**config.mk**
```make
export PLATFORM = sky130hd
export DESIGN_NAME = sbi_bus_pins
export DESIGN_NICKNAME = d
export VERILOG_FILES = /design/src/hdl/sbi_pkg.sv /design/src/hdl/sbi_bus_pins.sv
export VERILOG_INCLUDE_DIRS = /design/src /design/src/hdl
export SDC_FILE = /design/constraint.sdc
export NUM_CORES = 1
export LEC_CHECK = 0
export BUFFER_PORTS_ARGS = -buffer_cell sky130_fd_sc_hd__buf_2
export CORE_UTILIZATION = 35
export DETAILED_ROUTE_END_ITERATION = 10
export PLACE_DENSITY = 0.55
export SLEW_MARGIN = 30
export SYNTH_ARGS = -nofsm -noshare
export SYNTH_HDL_FRONTEND = slang
export SYNTH_SLANG_ARGS = --single-unit
```
**constraint.sdc**
```tcl
create_clock -name ref_clk -period 2.2 [get_ports ref_clk]
set_clock_uncertainty 0.05 [all_clocks]
set_input_delay 0.44 -clock ref_clk [delete_from_list [all_inputs] [get_ports ref_clk]]
set_output_delay 0.44 -clock ref_clk [all_outputs]
set_load 0.02 [all_outputs]
```
**src/hdl/sbi_params.svh**
```systemverilog
`ifndef SBI_PARAMS_SVH
`define SBI_PARAMS_SVH

// hardware reset entry: ticks of the slower clock
`define SBI_RESET_TICKS   4'd10
`define SBI_RESET_LAST    4'd9
`define SBI_CNT_ZERO      4'h0
`define SBI_CNT_ONE       4'h1

// bus cycle status codes
`define SBI_STAT_IDLE     3'h0
`define SBI_STAT_DMA_RD   3'h1
`define SBI_STAT_DMA_WR   3'h2
`define SBI_STAT_REQUEST  3'h3
`define SBI_STAT_SLAVE    3'h4
`define SBI_STAT_MEMORY   3'h5
`define SBI_STAT_RESET    3'h7

// data bus lane split and idle values
`define SBI_HALF_ZERO     16'h0000
`define SBI_WORD_ZERO     32'h0000_0000
`define SBI_ADDR_ZERO     31'h0000_0000
`define SBI_INDEX_ZERO    6'h00

`endif

```
**src/hdl/sbi_pkg.sv**
```systemverilog
package sbi_pkg;

  // one dma transfer request from the engine core
  typedef struct packed {
    logic        valid;  // request pending
    logic        write;  // 1 = write to memory
    logic        wide;   // 1 = 32-bit, 0 = 16-bit
    logic [30:0] addr;   // word address
    logic [31:0] data;   // write data, natural order
  } sbi_dma_req_t;

  // bus interface sequencer states
  typedef enum logic [2:0] {
    SBI_IDLE,
    SBI_REQ,
    SBI_ADDR,
    SBI_DATA,
    SBI_SLAVE,
    SBI_MEM
  } sbi_state_t;

endpackage : sbi_pkg

```
**src/hdl/sbi_bus_pins.sv**
```systemverilog
`timescale 1ns/1ps
// Functional notes
// - order select high big endian, low little
// - order select also picks control protocol family
// - master: 16-bit low lanes, 32-bit all lanes
// - slave reads drive low half, upper floats
// - dma address driven only after bus granted
// - reset after ten transmit or bus clocks
// - status output always shows current bus cycle
// - dma timing runs on the bus clock
// - acknowledge low on chip select with index strobe, or on memory request
`include "sbi_params.svh"

module sbi_bus_pins (
  input  wire logic                 ref_clk,          // bus clock
  input  wire logic                 rst,
  input  wire logic                 byteOrderSelect,  // 1 = big endian
  input  wire logic                 transmitClock,    // sampled level
  input  wire logic                 busClockSlower,   // bus period longer
  input  wire logic                 hwResetN,         // hardware reset
  input  wire logic                 chipSelectN,
  input  wire logic                 slaveIndexStrobe,
  input  wire logic                 slaveRead,        // 1 = host reads
  input  wire logic [5:0]           registerIndexLines,
  input  wire logic                 sharedMemoryRequestN,
  input  wire logic [31:0]          sysDataIn,
  input  wire logic                 busGrant,
  input  wire sbi_pkg::sbi_dma_req_t dmaReq,
  input  wire logic [15:0]          regReadData,
  output logic [31:0]               sysDataOut,
  output logic                      sysDataOeLo,
  output logic                      sysDataOeHi,
  output logic [30:0]               masterWordAddressLines,
  output logic                      masterAddrOe,
  output logic                      busRequest,
  output logic [2:0]                busCycleStatus,
  output logic                      slaveMemoryAckN,
  output logic                      protocolFamily,
  output logic                      bigEndian,
  output logic                      deviceInReset,
  output logic [5:0]                regIndex,
  output logic                      regAccess,
  output logic                      regWrite,
  output logic [15:0]               regWriteData,
  output logic                      dmaDone,
  output logic [31:0]               dmaReadData
);
  import sbi_pkg::*;

  sbi_state_t   state_q;     // sequencer state
  sbi_dma_req_t req_q;       // latched dma request
  logic         txPrev_q;    // last transmit clock level
  logic [3:0]   rstCnt_q;    // reset entry tick counter
  logic         txRise;      // transmit clock rising edge
  logic         rstTick;     // one tick of the slower clock
  wire  [31:0]  wrSwap;      // write data in bus order
  wire  [31:0]  rdSwap;      // read data in natural order

  assign txRise  = transmitClock & ~txPrev_q;
  assign rstTick = busClockSlower | txRise;

  // byte lane steering per lane for both directions
  // little: straight; big wide: reverse four; big narrow: swap pairs
  genvar i;
  for (i = 0; i < 4; i++) begin : g_lane
    assign wrSwap[8*i +: 8] = !bigEndian ? req_q.data[8*i +: 8] :
                              req_q.wide ? req_q.data[8*(3-i) +: 8] :
                                           req_q.data[8*(i^1) +: 8];
    assign rdSwap[8*i +: 8] = !bigEndian ? sysDataIn[8*i +: 8] :
                              req_q.wide ? sysDataIn[8*(3-i) +: 8] :
                                           sysDataIn[8*(i^1) +: 8];
  end

  // mode pins: byte order and control family
  always_ff @(posedge ref_clk) begin
    if (rst) begin
      bigEndian      <= 1'b0;
      protocolFamily <= 1'b0;
    end else begin
      bigEndian      <= byteOrderSelect;
      protocolFamily <= byteOrderSelect;
    end
  end

  // hardware reset entry after ten ticks
  always_ff @(posedge ref_clk) begin
    if (rst) begin
      txPrev_q      <= transmitClock;  // no false edge after reset
      rstCnt_q      <= `SBI_CNT_ZERO;
      deviceInReset <= 1'b0;
    end else begin
      txPrev_q <= transmitClock;
      if (hwResetN) begin
        // released: leave reset at once
        rstCnt_q      <= `SBI_CNT_ZERO;
        deviceInReset <= 1'b0;
      end else if (!deviceInReset && rstTick) begin
        if (rstCnt_q == `SBI_RESET_LAST) begin
          deviceInReset <= 1'b1;
        end
        rstCnt_q <= rstCnt_q + `SBI_CNT_ONE;
      end
    end
  end

  // sequencer: slave, shared memory and dma master
  always_ff @(posedge ref_clk) begin
    if (rst || deviceInReset) begin
      state_q <= SBI_IDLE;
      req_q   <= '0;
    end else begin
      case (state_q)
        SBI_IDLE: begin
          // host accesses win over the dma engine
          if (!chipSelectN && slaveIndexStrobe) begin
            state_q <= SBI_SLAVE;
          end else if (!sharedMemoryRequestN) begin
            state_q <= SBI_MEM;
          end else if (dmaReq.valid) begin
            req_q   <= dmaReq;
            state_q <= SBI_REQ;
          end
        end
        SBI_REQ:   if (busGrant) state_q <= SBI_ADDR;
        SBI_ADDR:  state_q <= SBI_DATA;
        SBI_DATA:  state_q <= SBI_IDLE;
        // host access ends when its select is released
        SBI_SLAVE: if (chipSelectN) state_q <= SBI_IDLE;
        SBI_MEM:   if (sharedMemoryRequestN) state_q <= SBI_IDLE;
        default: state_q <= SBI_IDLE;
      endcase
    end
  end

  // master address, request and data lanes
  always_ff @(posedge ref_clk) begin
    if (rst || deviceInReset) begin
      busRequest             <= 1'b0;
      masterAddrOe           <= 1'b0;
      masterWordAddressLines <= `SBI_ADDR_ZERO;
      sysDataOut             <= `SBI_WORD_ZERO;
      sysDataOeLo            <= 1'b0;
      sysDataOeHi            <= 1'b0;
      dmaDone                <= 1'b0;
      dmaReadData            <= `SBI_WORD_ZERO;
    end else begin
      dmaDone <= 1'b0;
      case (state_q)
        SBI_REQ: begin
          busRequest <= ~busGrant;
          if (busGrant) begin
            // address only once the bus is ours
            masterAddrOe           <= 1'b1;
            masterWordAddressLines <= req_q.addr;
            sysDataOut             <= wrSwap;
            sysDataOeLo            <= req_q.write;
            sysDataOeHi            <= req_q.write & req_q.wide;
          end
        end
        SBI_ADDR: begin
          // read data lands this cycle
          if (!req_q.write) begin
            dmaReadData <= req_q.wide ? rdSwap :
                           {`SBI_HALF_ZERO, rdSwap[15:0]};
          end
        end
        SBI_DATA: begin
          masterAddrOe <= 1'b0;
          sysDataOeLo  <= 1'b0;
          sysDataOeHi  <= 1'b0;
          dmaDone      <= 1'b1;
        end
        SBI_SLAVE: begin
          // register data on the low half only
          sysDataOut  <= {`SBI_HALF_ZERO, regReadData};
          sysDataOeLo <= slaveRead & ~chipSelectN;
          sysDataOeHi <= 1'b0;
        end
        default: begin
          // idle and memory cycles: master side released
          busRequest  <= 1'b0;
          sysDataOeLo <= 1'b0;
          sysDataOeHi <= 1'b0;
        end
      endcase
    end
  end

  // slave acknowledge and register index latch
  always_ff @(posedge ref_clk) begin
    if (rst || deviceInReset) begin
      slaveMemoryAckN <= 1'b1;
      regIndex        <= `SBI_INDEX_ZERO;
      regAccess       <= 1'b0;
      regWrite        <= 1'b0;
      regWriteData    <= `SBI_HALF_ZERO;
    end else begin
      regAccess <= 1'b0;
      regWrite  <= 1'b0;
      if (state_q == SBI_IDLE && !chipSelectN && slaveIndexStrobe) begin
        regIndex        <= registerIndexLines;
        regAccess       <= 1'b1;
        slaveMemoryAckN <= 1'b0;
      end else if (state_q == SBI_IDLE && !sharedMemoryRequestN) begin
        slaveMemoryAckN <= 1'b0;
      end else if (state_q == SBI_SLAVE && !chipSelectN) begin
        slaveMemoryAckN <= 1'b0;
        if (!slaveRead && regAccess) begin  // one write per access
          regWrite     <= 1'b1;
          regWriteData <= sysDataIn[15:0];
        end
      end else if (state_q == SBI_MEM && !sharedMemoryRequestN) begin
        slaveMemoryAckN <= 1'b0;
      end else begin
        slaveMemoryAckN <= 1'b1;
      end
    end
  end

  // continuous bus cycle status
  always_ff @(posedge ref_clk) begin
    if (rst) begin
      busCycleStatus <= `SBI_STAT_IDLE;
    end else if (deviceInReset) begin
      busCycleStatus <= `SBI_STAT_RESET;
    end else begin
      case (state_q)
        // grant seen: status turns to the cycle with the address
        SBI_REQ:   busCycleStatus <= !busGrant ? `SBI_STAT_REQUEST :
                                     req_q.write ? `SBI_STAT_DMA_WR :
                                                   `SBI_STAT_DMA_RD;
        SBI_ADDR,
        SBI_DATA:  busCycleStatus <= req_q.write ? `SBI_STAT_DMA_WR :
                                                   `SBI_STAT_DMA_RD;
        SBI_SLAVE: busCycleStatus <= `SBI_STAT_SLAVE;
        SBI_MEM:   busCycleStatus <= `SBI_STAT_MEMORY;
        default:   busCycleStatus <= `SBI_STAT_IDLE;
      endcase
    end
  end

  // checks next to the logic
  a_big_lanes: assert property (@(posedge ref_clk) disable iff (rst)
    $rose(masterAddrOe) && sysDataOeHi && bigEndian
    |-> sysDataOut[7:0] == req_q.data[31:24])
    else $error("big endian lane order wrong");
  a_family_follow: assert property (@(posedge ref_clk) disable iff (rst)
    byteOrderSelect ##1 byteOrderSelect |=> protocolFamily)
    else $error("protocol family not following order select");
  a_narrow_hi: assert property (@(posedge ref_clk) disable iff (rst)
    masterAddrOe && !req_q.wide |-> !sysDataOeHi)
    else $error("upper lanes driven on narrow transfer");
  a_slave_upper: assert property (@(posedge ref_clk) disable iff (rst)
    state_q == SBI_SLAVE |=> !sysDataOeHi)
    else $error("upper lanes driven during slave access");
  a_addr_grant: assert property (@(posedge ref_clk) disable iff (rst)
    $rose(masterAddrOe) |-> $past(busGrant) && $past(busRequest))
    else $error("address driven without grant");
  // helper: bus clocks spent in hardware reset on the slow clock
  logic [3:0] slowLow_q;  // saturates at the reset tick count
  always_ff @(posedge ref_clk) begin
    if (rst || hwResetN || !busClockSlower || deviceInReset) begin
      slowLow_q <= `SBI_CNT_ZERO;
    end else if (slowLow_q != `SBI_RESET_TICKS) begin
      slowLow_q <= slowLow_q + `SBI_CNT_ONE;
    end
  end
  a_reset_ten: assert property (@(posedge ref_clk) disable iff (rst)
    slowLow_q == `SBI_RESET_TICKS |-> deviceInReset)
    else $error("reset not entered after ten bus clocks");
  a_reset_early: assert property (@(posedge ref_clk) disable iff (rst)
    $fell(hwResetN) |=> !deviceInReset [*8])
    else $error("reset entered too early");
  a_status_dma: assert property (@(posedge ref_clk) disable iff (rst)
    masterAddrOe && !deviceInReset |-> busCycleStatus == `SBI_STAT_DMA_WR
      || busCycleStatus == `SBI_STAT_DMA_RD)
    else $error("status not showing dma cycle");
  a_dma_timing: assert property (@(posedge ref_clk) disable iff (rst)
    state_q == SBI_REQ && busGrant && !deviceInReset && hwResetN
    ##1 hwResetN ##1 hwResetN |=> dmaDone)
    else $error("dma cycle length wrong");
  a_ack_cs: assert property (@(posedge ref_clk) disable iff (rst)
    state_q == SBI_IDLE && !deviceInReset && hwResetN
    && !chipSelectN && slaveIndexStrobe |=> !slaveMemoryAckN)
    else $error("no acknowledge on chip select");

  c_dma_write: cover property (@(posedge ref_clk)
    state_q == SBI_ADDR && req_q.write);
  c_dma_read: cover property (@(posedge ref_clk) dmaDone && !req_q.write);
  c_slave: cover property (@(posedge ref_clk) regAccess);
  c_memory: cover property (@(posedge ref_clk) state_q == SBI_MEM);
  c_reset: cover property (@(posedge ref_clk) $rose(deviceInReset));

endmodule : sbi_bus_pins

```
-- Word-level counts from Yosys, hierarchy flattened
Cells that the tools add are included.
- bits of input ports: 131
- bits in registers: 203
- bitwise gates (word level): 13
- $add $sub $neg: 1
- reductions and logical operators: 29
- equality and inequality tests: 10
- mux-type cells: 42
- operators by type and width (cell ; number):
    2-to-1 mux 8 bit ; 14
    2-to-1 mux 32 bit ; 2
    case mux 32 bit (2 select lines) ; 1
    2-to-1 mux 3 bit ; 8
    case mux 3 bit (5 select lines) ; 1
    case mux 3 bit (4 select lines) ; 1
    AND reduction 2 bit ; 6
    AND reduction 4 bit ; 3
    2-to-1 mux 1 bit ; 10
    inverter 1 bit ; 9
    logical AND 1 bit ; 8
    == test 3 x 2 -> 1 bit (second input constant) ; 2
    == test 3 bit (second input constant) ; 2
    != test 2 bit (second input constant) ; 3
    case mux 1 bit (2 select lines) ; 3
    adder 4 x 1 -> 4 bit (second input constant) ; 1
    == test 4 bit (second input constant) ; 1
    zero test 1 bit ; 4
    != test 4 bit (second input constant) ; 1
    nonzero test 2 bit ; 2
    OR reduction 2 bit ; 2
    OR reduction 4 bit ; 1
    bitwise AND 1 bit ; 3
    == test 3 x 1 -> 1 bit (second input constant) ; 1
    other kinds (6) ; 6

-- Logic depth before layout (Yosys ltp)
Gate-level depths: netlist of run 1.
- depth after elaboration: 6
- gate-level depth with buffers: 7
- mapped depth without buffers: 6

-- Least setup slack after synthesis of run 1
OpenSTA, ideal clock, no wires.
- path type: flip-flop to flip-flop
- start point: register state_q[2]
- end point: register regWriteData[10]
- stages on the path, launching flop included: 7
- slack: 0.346 ns
- data required time: 2.018 ns
- setup time: 0.132 ns
- arrival time: 1.672 ns
- cell sequence: dfxtp_1 > or3b_4 > or4b_4 > buf_6 > buf_6 > nand2_1 > a21oi_1
- word-level cells in the longest chain between the ends: 5
- elaborated cells on any way between the ends: 9
- RTL lines (element ; line ; source):
    start, declared ; sbi_bus_pins.sv:50 ; sbi_state_t state_q;
    start signal, assigned ; sbi_bus_pins.sv:109 ; state_q <= SBI_IDLE;
    start signal, assigned ; sbi_bus_pins.sv:116 ; state_q <= SBI_SLAVE;
    start signal, assigned ; sbi_bus_pins.sv:118 ; state_q <= SBI_MEM;
    zero test 3 bit ; sbi_bus_pins.sv:200, sbi_bus_pins.sv:204 ;
    logical AND 1 bit (2 in series) ; sbi_bus_pins.sv:200 ; if (state_q == SBI_IDLE && !chipSelectN && slaveIndexStrobe) begin
    inverter 1 bit (no line) ; -- ;
    AND reduction 4 bit (no line) (*) ; -- ;
    end signal, assigned ; sbi_bus_pins.sv:196 ; regWriteData <= `SBI_HALF_ZERO;
    end signal, assigned ; sbi_bus_pins.sv:210 ; regWriteData <= sysDataIn[15:0];
    end, declared ; sbi_bus_pins.sv:44 ; output logic [15:0] regWriteData,
Every way passes the cells marked *; elsewhere a longest branch is shown, timed or not.
A chain may end at the register's enable or synchronous reset.

-- Worst setup path after layout of run 1
- start point: register state_q[0]
- end point: register req_q[58] (netlist name)
- word-level cells in the longest chain between the ends: 2
- RTL lines (element ; line ; source):
    zero test 3 bit ; sbi_bus_pins.sv:112 ; case (state_q)
    AND reduction 4 bit (no line) ; -- ;
    end signal, assigned ; sbi_bus_pins.sv:120 ; req_q <= dmaReq;
    end, declared ; sbi_bus_pins.sv:51 ; sbi_dma_req_t req_q;
Every way passes these cells.

==> impl_metrics.py, run 1 <==
metrics = {
    "power": {
        "seqPwrFrac": 0.397,
        "pwr-share-comb": 0.253,
        "power_density_mw_per_mm2": 1030,
        "ir_drop_mv": 0.487,
        "p_leak_nw": 4.34,
        "p_int_mw": 7.53,
        "netSwitchingFraction": 0.327,
        "power.switching_mw": 3.66,
        "clkPwrFrac": 0.350,
        "power_mw": 11.2,
    },
    "critical_path": {
        "crit_required_ns": 2.51,
        "end_kind": "register",
        "cp.arrival_ns": 2.28,
        "crit_fanout": 65,
        "critPathLaunchType": "register",
        "worstSetupPathType": "register to register",
        "ff2ff_path_depth": 5,
    },
    "cells_and_area": {
        "fill_cells": 2428,
        "finalInstanceArea_mm2": 0.0108,
        "final_nets": 1401,
        "stdcell_count": 1604,
        "layout_commonest_cell": "nand2_1",
        "layout-drive-gt1-share": 0.270,
        "layout_common_cells": "nand2_1, buf_2, dfxtp_1",
        "area_growth_pct": 28.8,
    },
    "yosys": {
        "synth_largest_area_cell": "dfxtp_1",
        "yosysWarnings": 0,
        "synth_edf_count": 0,
        "syn_inst": 1050,
        "synthArstFlopShare": 0,
        "synthFlopType": "dfxtp_1",
        "ys_seq_area_frac": 0.483,
        "synth_area_per_cell_um2": 8.02,
        "synth_top_area_frac": 0.483,
        "synth_cell_types": 41,
        "synth_area_mm2": 0.00842,
        "ys_ff_latch": 203,
        "synth_area_leaders": "dfxtp_1, nand2_1, a21oi_1, mux2i_1, nor2_1",
        "synth_fp_nets": 1183,
    },
    "timing": {
        "finalSetupViolations": 0,
        "tightestPinTransition_ns": 0.476,
        "finalHoldViolCount": 0,
        "finalCriticalPeriod_ns": 1.97,
        "fmax_mhz": 508,
        "rsz0062_at_grt": "false",
        "period_share": 0.895,
        "relSlewSlack": 0.683,
        "final.setup.tns_ns": 0,
        "drv_slew": 0,
    },
    "job": {
        "maxCapViolations": 0,
    },
    "drt": {
        "vias": 7835,
        "wire_per_inst_um": 15.9,
        "drc_errors": 0,
        "drt_iter0_markers": 355,
        "first_pass_iters": 5,
        "vias_per_cell": 4.88,
        "wirelength_um": 25500,
        "antenna_left": 0,
    },
    "cts": {
        "h-tree-depth": 1,
        "cts_resized": 0,
        "clkTransAtPathRegs_ns": 0.06,
        "cts_made_buffers": 23,
        "clock_latency_ns": 0.50,
        "clock_tree.buffer_depth": 3,
        "cts_sinks": 203,
        "root_buffer": "clkbuf_16",
        "cts_tree": "done",
    },
    "global_route": {
        "grt_start_max_net_pins": 96,
        "grt.total_usage": 0.201,
        "antenna_found_initial": 1,
        "grt_pass1_vias": 7316,
        "grt_pass1_wl_um": 39500,
        "grt-ovfl-total": 0,
    },
    "floorplanning": {
        "start_util": 0.358,
        "ios": 262,
        "die_h_um": 157,
        "die_w_um": 157,
        "dieArea_mm2": 0.0247,
        "core_area_mm2": 0.0235,
        "fp-row-count": 56,
    },
    "placement": {
        "gp_congestion": 0.789,
        "portBuffers": 261,
        "hpwl_um": 17200,
        "place_area_mm2": 0.0100,
        "dp_cells": 1561,
    },
    "hold_path": {
        "min_path_type": "input port to register",
        "hold_depth": 2,
    },
    "status": {
        "status": "completed",
    },
}
-- cells by family after synthesis --
logic type,share of synthesized area
and+or+nand+nor,0.196
adders and majority gates,0.00297
xor gates and xnor gates,0.00416
AOI/OAI and AO/OA,0.179
muxes,0.0880
DFF,0.483
buffers and inverters,0.0474
-- metrics by stage --
| stage | hold WS [ns] | utilization | setup WS [ns] |
|---|---|---|---|
| after floorplan | 0.382 | - | 0.346 |
| after global placement | 0.388 | 0.427 | 0.287 |
| after detailed placement | 0.392 | 0.427 | 0.258 |
| after CTS | 0.0912 | 0.460 | 0.242 |
| after global routing | 0.0897 | 0.460 | 0.0315 |
| final | 0.115 | 0.460 | 0.232 |
-- cells in the mapped netlist (2+ instances only) --
cell type    n
o21bai_1     2
nand3_1     17
a211oi_1    24
clkbuf_1    64
buf_6        2
mux2i_1     56
dfxtp_1    203
nand2_1    281
or3_1        2
xnor2_1      4
and2_1       2
inv_1        6
o21ai_0     19
nor2b_1      5
nor2_1      81
and3_1       2
buf_1        7
ha_1         2
o211ai_1    16
nor3b_1      2
mux2_2      16
o22ai_1     13
a21oi_1    170
a2111oi_0    2
buf_2       16
a31oi_1     16
nor3_1       6
-- metal layers --
layer	share of wire	vias to the layer above	track usage
met1	0.46	3573	0.266
met2	0.45	216	0.328
li1	-	4011	-
met3	0.077	33	0.0562
met4	0.013	2	0.0388
met5	0.00051	-	0
-- power by group through the flow --
stage          combinational, mW  sequential [mW]  clock [mW]
6_report                    2.83             4.44        3.91
3_5_place_dp                2.86             4.52           0
5_1_grt                     3.13             4.50        4.18
2_1_floorplan               1.59             4.75           0
4_1_cts                     2.87             4.44        4.03
3_3_place_gp                2.84             4.51           0
-- path summary, 6_finish.rpt --
check,start,slack [ns],end
hold reg to reg,req_q[58],0.40,masterWordAddressLines[26]
setup / recovery,state_q[0],0.23,req_q[58]
setup reg to reg,state_q[0],0.23,req_q[58]
hold / removal,byteOrderSelect,0.11,bigEndian
-- flip-flops by register name, summed over array words and instances (netlist names), 3 cells and up --
signal                  flops
dmaReadData                32
regIndex                    6
state_q                     3
regWriteData               16
busCycleStatus              3
rstCnt_q                    4
req_q                      65
sysDataOut                 32
masterWordAddressLines     31
-- cell type report --
type / count / area, um^2 / share of cell area
Sequential cell: 203 / 4070 / 0.376
Multi-Input combinational cell: 751 / 3980 / 0.367
Timing Repair Buffer: 283 / 1590 / 0.146
Clock buffer: 31 / 667 / 0.0615
Tap cell: 319 / 399 / 0.0368
Clock inverter: 10 / 110 / 0.0102
Inverter: 6 / 22.5 / 0.00208
Antenna cell: 1 / 2.50 / 0.000231
-- critical path: stages (launching register included) --
cell	delay (ns)
dfxtp_1	0.40
or3_1	0.44
or3_2	0.50
buf_12	0.21
nand2_1	0.11
a21oi_1	0.06
-- repair_timing --
item,4_1_cts,5_1_grt
hold endpoints to repair,1,0
hold buffers,1,0
buffers inserted,0,0
No activity file was read; power rests on OpenSTA's default activity.
==> run 2: changes to the inputs <==
--- a/config.mk
+++ b/config.mk
@@ -9,8 +9,9 @@
 export BUFFER_PORTS_ARGS = -buffer_cell sky130_fd_sc_hd__buf_2
 export CORE_UTILIZATION = 35
 export DETAILED_ROUTE_END_ITERATION = 10
-export PLACE_DENSITY = 0.55
+export PLACE_DENSITY = 0.57
 export SLEW_MARGIN = 30
 export SYNTH_ARGS = -nofsm -noshare
 export SYNTH_HDL_FRONTEND = slang
 export SYNTH_SLANG_ARGS = --single-unit
+export TNS_END_PERCENT = 5
==> constraint.sdc (replaced) <==
create_clock -name ref_clk -period 1.6 [get_ports ref_clk]
set_clock_uncertainty 0.05 [all_clocks]
set_input_delay 0.32 -clock ref_clk [delete_from_list [all_inputs] [get_ports ref_clk]]
set_output_delay 0.32 -clock ref_clk [all_outputs]
set_load 0.02 [all_outputs]
==> impl_metrics.py, run 2 (same netlist as run 1, synthesis figures left out) <==
metrics = {
    "status": {
        "status": "complete, but fails checks",
        "violations": "setup timing",
    },
    "critical_path": {
        "critPathLaunchType": "register",
        "worstSetupPathType": "register to register",
        "crit_required_ns": 1.97,
        "crit_fanout": 22,
        "end_kind": "register",
        "ff2ff_path_depth": 7,
        "cp.arrival_ns": 2.14,
    },
    "global_route": {
        "grt.total_usage": 0.210,
        "grt_pass1_wl_um": 40900,
        "antenna_found_initial": 2,
        "grt-ovfl-total": 0,
        "grt_start_max_net_pins": 114,
        "grt_pass1_vias": 7723,
    },
    "timing": {
        "finalSetupViolations": 85,
        "hold-worst-slack_ns": 0.0153,
        "finalCriticalPeriod_ns": 1.78,
        "finalHoldViolCount": 0,
        "fin_ws_ns": -0.179,
        "period_share": 1.11,
        "drv_slew": 0,
        "fmax_mhz": 562,
        "rsz0062_at_grt": "true",
        "relSlewSlack": 0.619,
        "tightestPinTransition_ns": 0.572,
    },
    "drt": {
        "vias": 8351,
        "wire_per_inst_um": 16.2,
        "antenna_left": 0,
        "drc_errors": 0,
        "drt_iter0_markers": 392,
        "vias_per_cell": 4.95,
        "wirelength_um": 27300,
        "first_pass_iters": 6,
    },
    "cts": {
        "root_buffer": "clkbuf_16",
        "cts_sinks": 203,
        "cts_tree": "done",
        "clkTransAtPathRegs_ns": 0.06,
        "clock_latency_ns": 0.51,
        "h-tree-depth": 1,
        "cts_made_buffers": 23,
        "clock_tree.buffer_depth": 3,
    },
    "cells_and_area": {
        "largest-register": "req_q",
        "layout-drive-gt1-share": 0.298,
        "layout_commonest_cell": "nand2_1",
        "layout_common_cells": "nand2_1, buf_2, dfxtp_1",
        "final_nets": 1486,
        "largest_register_ffs": 65,
        "area_growth_pct": 41.4,
        "finalInstanceArea_mm2": 0.0119,
        "utilization": 0.506,
        "reg_top3": "req_q x65, dmaReadData x32, sysDataOut x32",
    },
    "hold_path": {
        "hold_depth": 3,
        "min_path_type": "input port to register",
    },
    "placement": {
        "gp_congestion": 0.790,
        "portBuffers": 261,
        "hpwl_um": 18000,
        "place_area_mm2": 0.0104,
    },
    "power": {
        "p_leak_nw": 4.80,
        "ir_drop_mv": 0.694,
        "power_density_mw_per_mm2": 1360,
    },
    "job": {
        "maxCapViolations": 0,
    },
    "floorplanning": {
        "fp-row-count": 56,
        "ios": 262,
        "core_area_mm2": 0.0235,
        "die_w_um": 157,
        "die_h_um": 157,
        "dieArea_mm2": 0.0247,
        "start_util": 0.358,
    },
}
-- run 2: changes by cell type in the layout (fill, tap and decap cells not counted), moves of 3 or more --
cell / delta
a211oi_1: -7
a211oi_2: +7
a21oi_1: -9
a21oi_2: +9
buf_12: +6
buf_16: +3
buf_4: +19
buf_6: +6
buf_8: +3
dlygate4sd3_1: +49
nand2_1: -5
nand2_2: +4
-- run 2: power breakdown --
group | internal, mW | switching (mW) | total (mW)
clock network | 3.23 | 2.09 | 5.32
registers | 5.66 | 0.394 | 6.05
logic | 2.04 | 2.81 | 4.86
-- run 2: layout make-up --
type	count	area, um^2
well taps	319	399
clock inverters	9	98.8
flip-flops and latches	203	4070
repair buffers	368	2550
fillers	2334	11600
diodes	2	5.00
inverters	6	22.5
multi-input cells	751	4090
clock buffers	30	663
-- run 2: worst paths after layout --
path | end | slack, ns | startpoint
max | req_q[31] | -0.18 | state_q[2]
min | req_q[9] | 0.02 | dmaReq[9]
max reg2reg | req_q[31] | -0.18 | state_q[2]
min reg2reg | dmaReadData[23] | 0.40 | dmaReadData[23]
-- run 2: worst max-delay path, cell delays in order, from the launching register on --
cell     delay, ns
dfxtp_2       0.34
or3_4         0.39
buf_6         0.13
nor3_4        0.21
buf_4         0.16
buf_12        0.15
nand2_1       0.10
a21oi_1       0.14
-- run 2: timing repair --
action / 4_1_cts / 5_1_grt
cloned: 2 / 1
gates resized for setup: 26 / 26
pin swaps: 5 / 6
hold buffers: 50 / 0
endpoints found under the hold margin: 54 / 0
setup endpoints to repair: 139 / 162
setup buffers: 1 / 0
-- run 2: per-stage QoR --
step                      total power [mW]  instances  setup TNS, ns  setup slack (ns)
after floorplan                       8.73       1050         -20.44            -0.165
after global placement                10.5       1593         -15.70            -0.188
after detailed placement              10.6       1593         -18.29            -0.227
after CTS                             16.3       1685         -10.59            -0.160
after global routing                  17.0       1688         -18.41            -0.219
final                                 16.2       1688         -10.37            -0.179
-- run 2: layer usage --
metal  track usage  up-vias  wire [um]
met1         0.252     3891      11400
met4        0.0661        0        624
li1              -     4175          -
met3        0.0317       43       1440
met2         0.383      242      13800
met5             0        -          0
